--- src/rtl/cpu_state_consts.svh ---
`ifndef CPU_STATE_CONSTS_SVH
`define CPU_STATE_CONSTS_SVH

// register byte offsets on the bus
`define OFS_STATUS_WORD 8'h00
`define OFS_STACK_TOP 8'h04
`define OFS_DATA_PTR_LOW 8'h08
`define OFS_DATA_PTR_HIGH 8'h0C
`define OFS_DATA_PTR_FULL 8'h10

// status word field positions
`define SW_CARRY_BIT 7
`define SW_AUX_BIT 6
`define SW_USER0_BIT 5
`define SW_BANK_HI_BIT 4
`define SW_BANK_LO_BIT 3
`define SW_OVF_BIT 2
`define SW_USER1_BIT 1
`define SW_PARITY_BIT 0

// reset values
`define STACK_TOP_RESET 8'h07
`define INSTR_COUNTER_RESET 16'h0000

// working bank geometry: eight bytes per bank
`define BANK_OFFSET_ZEROS 3'h0

// bus responses
`define AXI_RESP_OKAY 2'h0
`define AXI_RESP_SLVERR 2'h2

`endif

--- src/rtl/cpu_state_pkg.sv ---
package cpu_state_pkg;
	// whole architectural and bus state in one word
	typedef struct packed {
		logic carry;
		logic aux;
		logic user0;
		logic [1:0] bank;
		logic ovf;
		logic user1;
		logic [7:0] stack_top;
		logic [15:0] data_ptr;
		logic [15:0] instr_cnt;
		logic aw_held;
		logic [7:0] aw_addr;
		logic w_held;
		logic [31:0] w_data;
		logic [3:0] w_strb;
		logic bvalid;
		logic [1:0] bresp;
		logic rvalid;
		logic [31:0] rdata;
		logic [1:0] rresp;
	} core_state_t;
endpackage : cpu_state_pkg

--- src/rtl/cpu_state_registers.sv ---
`timescale 1ns/1ns
`include "cpu_state_consts.svh"
// Summary of operation
// - The two bank-select bits of the status word pick one of four eight-byte working banks at 0x00 to 0x1F.
// - Status bit 0 is computed continuously as the odd parity of the accumulator.
// - Status bits 5 and 1 are user flags written only by software.
// - The stack pointer is eight bits and resets to 0x07.
// - The stack pointer is incremented before each push, so the first push lands at 0x08.
// - The data pointer is sixteen bits with separately addressable low and high bytes.
// - The data pointer loads either as one 16-bit value or byte by byte.
// - The data pointer addresses external data and accumulator-indexed code reads.
// - The instruction counter is sixteen bits and resets to 0x0000.
// - The instruction counter advances on each opcode or operand fetch from program memory, except in a cycle where a jump loads it.
// - The instruction counter has no register address and changes only by sequencing or jumps.
module cpu_state_registers
	import cpu_state_pkg::*;
(
	input wire logic clk_in,
	input wire logic reset_in,
	input wire logic [7:0] s_axi_awaddr_in,
	input wire logic s_axi_awvalid_in,
	output logic s_axi_awready_out,
	input wire logic [31:0] s_axi_wdata_in,
	input wire logic [3:0] s_axi_wstrb_in,
	input wire logic s_axi_wvalid_in,
	output logic s_axi_wready_out,
	output logic [1:0] s_axi_bresp_out,
	output logic s_axi_bvalid_out,
	input wire logic s_axi_bready_in,
	input wire logic [7:0] s_axi_araddr_in,
	input wire logic s_axi_arvalid_in,
	output logic s_axi_arready_out,
	output logic [31:0] s_axi_rdata_out,
	output logic [1:0] s_axi_rresp_out,
	output logic s_axi_rvalid_out,
	output logic s_axi_rready_dummy_out,
	input wire logic s_axi_rready_in,
	input wire logic [7:0] acc_in,
	input wire logic fetch_in,
	input wire logic jump_in,
	input wire logic [15:0] jump_target_in,
	input wire logic flags_we_in,
	input wire logic carry_in,
	input wire logic aux_carry_in,
	input wire logic overflow_in,
	input wire logic push_in,
	input wire logic pop_in,
	input wire logic data_ptr_load_in,
	input wire logic [15:0] data_ptr_value_in,
	output logic [7:0] status_word_out,
	output logic [4:0] bank_base_out,
	output logic [7:0] stack_pointer_out,
	output logic [7:0] stack_write_addr_out,
	output logic [15:0] data_pointer_out,
	output logic [15:0] code_index_addr_out,
	output logic [15:0] instruction_counter_out
);

////////////////////////////////////////////////////////////////////////////////
// helpers

// odd count of ones gives a set flag, so byte plus flag is even
function automatic logic odd_parity(input logic [7:0] v);
	odd_parity = ^v;
endfunction : odd_parity

// status byte as software and the core see it
function automatic logic [7:0] status_byte(input core_state_t st, input logic par);
	logic [7:0] b;
	b = 8'h00;
	b[`SW_CARRY_BIT] = st.carry;
	b[`SW_AUX_BIT] = st.aux;
	b[`SW_USER0_BIT] = st.user0;
	b[`SW_BANK_HI_BIT] = st.bank[1];
	b[`SW_BANK_LO_BIT] = st.bank[0];
	b[`SW_OVF_BIT] = st.ovf;
	b[`SW_USER1_BIT] = st.user1;
	b[`SW_PARITY_BIT] = par;
	status_byte = b;
endfunction : status_byte

// true for the offsets that the bus maps
function automatic logic is_mapped(input logic [7:0] a);
	is_mapped = (a == `OFS_STATUS_WORD) || (a == `OFS_STACK_TOP) || (a == `OFS_DATA_PTR_LOW)
		|| (a == `OFS_DATA_PTR_HIGH) || (a == `OFS_DATA_PTR_FULL);
endfunction : is_mapped

////////////////////////////////////////////////////////////////////////////////
// state

core_state_t s_reg;
core_state_t s_next;
logic parity;
logic wr_go;
logic [7:0] wr_lane0;
logic [7:0] wr_lane1;

// parity follows the accumulator with no storage
assign parity = odd_parity(acc_in);
assign wr_go = s_reg.aw_held && s_reg.w_held;
assign wr_lane0 = s_reg.w_data[7:0];
assign wr_lane1 = s_reg.w_data[15:8];

// next state: bus side first, core side overrides on collision
always_comb begin
	s_next = s_reg;
	if (s_axi_awvalid_in && s_axi_awready_out) begin
		s_next.aw_held = 1'b1;
		s_next.aw_addr = s_axi_awaddr_in;
	end
	if (s_axi_wvalid_in && s_axi_wready_out) begin
		s_next.w_held = 1'b1;
		s_next.w_data = s_axi_wdata_in;
		s_next.w_strb = s_axi_wstrb_in;
	end
	if (s_reg.bvalid && s_axi_bready_in) begin
		s_next.bvalid = 1'b0;
	end
	if (wr_go) begin
		s_next.aw_held = 1'b0;
		s_next.w_held = 1'b0;
		s_next.bvalid = 1'b1;
		s_next.bresp = is_mapped(s_reg.aw_addr) ? `AXI_RESP_OKAY : `AXI_RESP_SLVERR;
		case (s_reg.aw_addr)
			`OFS_STATUS_WORD: begin
				if (s_reg.w_strb[0]) begin
					s_next.carry = wr_lane0[`SW_CARRY_BIT];
					s_next.aux = wr_lane0[`SW_AUX_BIT];
					s_next.user0 = wr_lane0[`SW_USER0_BIT];
					s_next.bank = {wr_lane0[`SW_BANK_HI_BIT], wr_lane0[`SW_BANK_LO_BIT]};
					s_next.ovf = wr_lane0[`SW_OVF_BIT];
					s_next.user1 = wr_lane0[`SW_USER1_BIT];
				end
			end
			`OFS_STACK_TOP: begin
				if (s_reg.w_strb[0]) begin
					s_next.stack_top = wr_lane0;
				end
			end
			`OFS_DATA_PTR_LOW: begin
				if (s_reg.w_strb[0]) begin
					s_next.data_ptr[7:0] = wr_lane0;
				end
			end
			`OFS_DATA_PTR_HIGH: begin
				if (s_reg.w_strb[0]) begin
					s_next.data_ptr[15:8] = wr_lane0;
				end
			end
			`OFS_DATA_PTR_FULL: begin
				if (s_reg.w_strb[0]) begin
					s_next.data_ptr[7:0] = wr_lane0;
				end
				if (s_reg.w_strb[1]) begin
					s_next.data_ptr[15:8] = wr_lane1;
				end
			end
			default: begin
			end
		endcase
	end
	// read channel, answered one cycle after the address is taken
	if (s_reg.rvalid && s_axi_rready_in) begin
		s_next.rvalid = 1'b0;
	end
	if (s_axi_arvalid_in && s_axi_arready_out) begin
		s_next.rvalid = 1'b1;
		s_next.rresp = is_mapped(s_axi_araddr_in) ? `AXI_RESP_OKAY : `AXI_RESP_SLVERR;
		case (s_axi_araddr_in)
			`OFS_STATUS_WORD: s_next.rdata = {24'h000000, status_byte(s_reg, parity)};
			`OFS_STACK_TOP: s_next.rdata = {24'h000000, s_reg.stack_top};
			`OFS_DATA_PTR_LOW: s_next.rdata = {24'h000000, s_reg.data_ptr[7:0]};
			`OFS_DATA_PTR_HIGH: s_next.rdata = {24'h000000, s_reg.data_ptr[15:8]};
			`OFS_DATA_PTR_FULL: s_next.rdata = {16'h0000, s_reg.data_ptr};
			default: s_next.rdata = 32'h00000000; // instruction counter deliberately absent
		endcase
	end
	// arithmetic flag update wins over a software write
	if (flags_we_in) begin
		s_next.carry = carry_in;
		s_next.aux = aux_carry_in;
		s_next.ovf = overflow_in;
	end
	// stack grows upward, incremented before the byte is stored
	if (push_in) begin
		s_next.stack_top = s_reg.stack_top + 8'h01;
	end else if (pop_in) begin
		s_next.stack_top = s_reg.stack_top - 8'h01;
	end
	if (data_ptr_load_in) begin
		s_next.data_ptr = data_ptr_value_in;
	end
	// sequencing: a transfer of control beats a plain fetch
	if (jump_in) begin
		s_next.instr_cnt = jump_target_in;
	end else if (fetch_in) begin
		s_next.instr_cnt = s_reg.instr_cnt + 16'h0001;
	end
end

// register the whole state
always_ff @(posedge clk_in) begin
	if (reset_in) begin
		s_reg <= '0;
		s_reg.stack_top <= `STACK_TOP_RESET;
		s_reg.instr_cnt <= `INSTR_COUNTER_RESET;
	end else begin
		s_reg <= s_next;
	end
end

////////////////////////////////////////////////////////////////////////////////
// outputs

// bus handshakes
assign s_axi_awready_out = !s_reg.aw_held && !s_reg.bvalid;
assign s_axi_wready_out = !s_reg.w_held && !s_reg.bvalid;
assign s_axi_bvalid_out = s_reg.bvalid;
assign s_axi_bresp_out = s_reg.bresp;
assign s_axi_arready_out = !s_reg.rvalid;
assign s_axi_rvalid_out = s_reg.rvalid;
assign s_axi_rdata_out = s_reg.rdata;
assign s_axi_rresp_out = s_reg.rresp;
assign s_axi_rready_dummy_out = 1'b0;

// core-facing views of the state
assign status_word_out = status_byte(s_reg, parity);
assign bank_base_out = {s_reg.bank, `BANK_OFFSET_ZEROS};
assign stack_pointer_out = s_reg.stack_top;
assign stack_write_addr_out = s_reg.stack_top + 8'h01;
assign data_pointer_out = s_reg.data_ptr;
assign code_index_addr_out = s_reg.data_ptr + {8'h00, acc_in};
assign instruction_counter_out = s_reg.instr_cnt;
endmodule : cpu_state_registers

--- config.mk ---
export PLATFORM = sky130hd
export DESIGN_NAME = cpu_state_registers
export DESIGN_NICKNAME = d
export VERILOG_FILES = /design/src/rtl/cpu_state_pkg.sv /design/src/rtl/cpu_state_registers.sv
export VERILOG_INCLUDE_DIRS = /design/src /design/src/rtl
export SDC_FILE = /design/constraint.sdc
export NUM_CORES = 1
export LEC_CHECK = 0
export BUFFER_PORTS_ARGS = -buffer_cell sky130_fd_sc_hd__buf_2
export CORE_ASPECT_RATIO = 0.6
export CORE_MARGIN = 2
export CORE_UTILIZATION = 50
export DETAILED_ROUTE_END_ITERATION = 10
export GPL_ROUTABILITY_DRIVEN = 0
export HOLD_SLACK_MARGIN = 0.15
export PLACE_DENSITY = 0.85
export SLEW_MARGIN = 25
export SYNTH_ARGS = -nofsm -noshare
export SYNTH_HDL_FRONTEND = slang
export SYNTH_SLANG_ARGS = --single-unit
--- constraint.sdc ---
create_clock -name clk_in -period 5.9 [get_ports clk_in]
set_clock_uncertainty 0.1 [all_clocks]
set_input_delay 1.18 -clock clk_in [delete_from_list [all_inputs] [get_ports clk_in]]
set_output_delay 1.18 -clock clk_in [all_outputs]
set_load 0.01 [all_outputs]
Word-level counts from Yosys, hierarchy flattened
Cells that the tools add are included.
{ "classes": {"n_eq_ne": 10, "reduce_logical": 43, "muxes": 22, "n_addsub": 4} }
{ "ops": {"columns": ["cell", "count"], "rows": [
  ["one-hot mux 16 bit (5 select lines)", 1],
  ["two-way mux 16 bit", 3],
  ["two-way mux 8 bit", 6],
  ["two-way mux 35 bit", 1],
  ["equality test 8 x 4 -> 1 bit (second input constant)", 4],
  ["two-way mux 31 bit", 1],
  ["nonzero test 2 bit", 9],
  ["adder 16 x 1 -> 16 bit (second input constant)", 1],
  ["adder 16 x 8 -> 16 bit", 1],
  ["equality test 8 x 3 -> 1 bit (second input constant)", 2],
  ["equality test 8 x 5 -> 1 bit (second input constant)", 2],
  ["zero test 8 bit", 2],
  ["one-hot mux 8 bit (2 select lines)", 1],
  ["two-way mux 7 bit", 2],
  ["AND reduction 3 bit", 4],
  ["nonzero test 3 bit", 4],
  ["adder 8 x 1 -> 8 bit (second input constant)", 1],
  ["logical AND 1 bit", 8],
  ["logical OR 1 bit", 8],
  ["XOR reduction 8 bit", 1],
  ["subtractor 8 x 1 -> 8 bit (second input constant)", 1],
  ["two-way mux 2 bit", 3],
  ["inequality test 3 bit (second input constant)", 2],
  ["zero test 1 bit", 4],
  ["other kinds (4)", 7]
]} }
{ "word_totals": {"input_bits": 108, "register_bits": 113, "elab_cells": 99} }

Depth between registers and ports, before layout
{ "logic_depth": {"depth_word": 7, "depth_mapped": 8, "depth_no_buf": 8} }

Least setup slack after synthesis
OpenSTA, ideal clock, no wires.
{ "synth_timing": {"path_kind": "input port to output port", "startpoint": "in acc_in[0]", "endpoint": "out code_index_addr_out[12]", "path_slack_ps": 1924, "path_buffers": 0, "required_time_ps": 4620, "t_arrival_ps": 2696, "stages": 8, "path_cell_list": "ha_1 inv_1 fa_1 nor2b_1 o31a_1 o21ai_0 nor4_1 xnor2_1"} }
{ "synth_between": {"elab_chain_len": 1} }
{ "synth_rtl": {"columns": ["item", "line", "source"], "rows": [
  ["start: declaration", "cpu_state_registers.sv:38", "input wire logic [7:0] acc_in,"],
  ["adder 16 x 8 -> 16 bit", "cpu_state_registers.sv:232", "assign code_index_addr_out = s_reg.data_ptr + {8'h00, acc_in};"],
  ["end: declaration", "cpu_state_registers.sv:55", "output logic [15:0] code_index_addr_out,"]
]} }
No other way between the ends.

Final worst setup path
Ends and elaborated chain as after synthesis.

==> run_results.csv <==
group,metric,value,unit
pwr,power.internal,1100,uW
global_route,overflow,0,
finish,fin_nets,950,
finish,fin_area,6540,sq um
timing,final_hold_viol_count,0,
synthesis,ys_seq_area_share,32.6,%
critical_path,worstPathArrival,3.23,ns
cts,clk_latency,0.36,ns
timing,slew_violations,0,
cts,cts_hold_buf,0,
timing,setup_tns,0,ns
global_route,grt_max_degree,80,
worst_hold_path,hp-class,"flop to flop",
pwr,p_leak,0.00295,uW
pwr,power.combinational.fraction,18.9,%
critical_path,cp.required,4.62,ns
finish,final_common_cell,"buf_2",
run_status,status,"finished, final reports clean",
synthesis,async_flop_share,0,%
floorplanning,die-width,144,um
cts,path_clk_slew,0.07,ns
synthesis,yosys_register_bits,95,
timing,max_slew_margin,42.3,%
pwr,power_switching,516,uW
placement,numPortBuffers,186,
finish,layout-drive-gt1-share,25.1,%
cts,numCtsBuffers,9,
floorplanning,start_util,51.5,%
global_route,grt_use_total,25.5,%
synthesis,synth_edf_count,0,
critical_path,worstPathMaxFanout,4,
floorplanning,fp.dieH,87.7,um
cts,cts_sinks,95,
global_route,antenna_found_initial,1,
routing,wl_met2,6470,um
timing,rsz0062_at_grt,"false",
pwr,power_per_cell_area,248,nW/um^2
synthesis,yosys.cell_types.count,60,
synthesis,ys.flop_type,"dfxtp_1",
pwr,seqPwrFrac,44.8,%
routing,top_layer,"met4",
routing,wl_per_cell,16.3,um
cts,cts-root-buf,"clkbuf_16",
floorplanning,core,11300,sq um
flow_run,maxCapViolCount,0,
cts,clk_path_buf_depth,2,
timing,whs,0.358,ns
floorplanning,rows,30,
critical_path,end_kind,"output pin",
timing,setup_violations,0,
routing,drt_iter0_drc,422,
routing,met1_length,8160,um
timing,period_minus_slack,4.51,ns
cts,htree_num_levels,3,
timing,fmax,222,MHz
synthesis,synthCells,738,
floorplanning,io_pins,227,
placement,dpl.hpwl,12400,um
cts,post_cts.repair.setup_buffers,0,
routing,drtPass1Iterations,5,
timing,tightest_slew,0.865,ns
finish,area_growth,12.0,%
cts,cts_resized,0,
pwr,p_sw_share,31.9,%
critical_path,worstSetupPathType,"input pin to output pin",
routing,drt_wl_total,16300,um
finish,final_cell_mix,"buf_2 (186), nand2_1 (99), dfxtp_1 (95)",
global_route,grt_first_pass_wirelength,24900,um
routing,drc_errors,0,
synthesis,synth_area_per_cell,7.91,sq um
synthesis,ys_warn_count,0,
finish,final_util,57.7,%
routing,viasPerCell,5.44,
timing,fin_crit_sh,76.5,%
routing,wl_met3,1440,um
routing,antenna_left,0,
routing,vias,5427,
global_route,grt_pass1_vias,4718,
placement,dpl-instance-area,6230,sq um
pwr,peakVddDrop,155,uV
floorplanning,dieArea,12600,sq um
synthesis,synth_area,5840,sq um
pwr,p_clk_share,36.3,%
cts,cts_tree,"built",
critical_path,start_kind,"input pin",
finish,largest_reg_flops,28,
power by group through the flow:
stage                     Combinational [uW]  Sequential [uW]  Clock, uW
after floorplan                          240              717          0
after global placement                   297              737          0
after detailed placement                 302              738          0
after CTS                                303              723        600
after global routing                     337              730        625
final                                    306              725        588
final timing paths:
path,startpoint,endpoint,slack (ns),cells after the start
setup reg to reg,s_reg[75],stack_pointer_out[6],3.57,5
setup / recovery,acc_in[0],code_index_addr_out[12],1.39,10
hold reg to reg,s_axi_rdata_out[2],s_axi_rdata_out[2],0.36,2
hold / removal,s_axi_rdata_out[2],s_axi_rdata_out[2],0.36,2
worst max-delay path, stage by stage:
cell     delay, ns
buf_2         0.09
ha_1          0.18
inv_1         0.06
fa_1          0.42
nor2b_1       0.16
o31a_1        0.20
o21ai_0       0.26
nor4_1        0.33
xnor2_1       0.18
buf_2         0.17
cell type report:
cell class,instances,area [sq um]
Tap cell,160,200
Antenna cell,2,5.00
Sequential cell,95,1900
Multi-Input combinational cell,516,3110
Fill cell,1085,4800
Clock buffer,9,225
Clock inverter,7,77.6
Inverter,21,78.8
Timing Repair Buffer,187,938
cell families (layout without fill, tap and decap cells):
family          after synthesis  after routing  share of synthesized area (%)
simple gates                254            254                           20.0
fa+ha+maj                    12             12                           2.70
other cells                   1             24                         0.0642
flops                        95             95                           32.6
compound gates              155            155                           17.3
mux                          28             28                           5.08
xor+xnor                     45             45                           6.75
buf+inv                     148            224                           15.5
through the flow:
step | cells | power [uW] | worst slack, ns
floorplan | 759 | 957 | 1.92
global placement | 979 | 1030 | 1.42
detailed placement | 979 | 1040 | 1.43
CTS | 995 | 1630 | 1.41
global route | 995 | 1690 | 1.19
finish | 997 | 1620 | 1.39
metal layers:
| metal | up-vias | global-route usage (%) |
|---|---|---|
| met1 | 2533 | 40.1 |
| met5 | - | 0 |
| met3 | 18 | 5.47 |
| met4 | 0 | 6.24 |
| li1 | 2627 | - |
| met2 | 249 | 34.8 |
cell usage after synthesis, types with 14 or more instances:
| cell | count | area (sq um) |
|---|---|---|
| a211oi_1 | 16 | 120 |
| a21oi_1 | 59 | 295 |
| a22oi_1 | 17 | 128 |
| buf_4 | 91 | 683 |
| clkbuf_1 | 29 | 109 |
| dfxtp_1 | 95 | 1900 |
| inv_1 | 21 | 78.8 |
| mux2i_1 | 24 | 240 |
| nand2_1 | 99 | 372 |
| nand3_1 | 14 | 70.1 |
| nor2_1 | 76 | 285 |
| o21ai_0 | 18 | 90.1 |
| xnor2_1 | 28 | 245 |
| xor2_1 | 17 | 149 |
No activity file was read; power rests on OpenSTA's default activity.
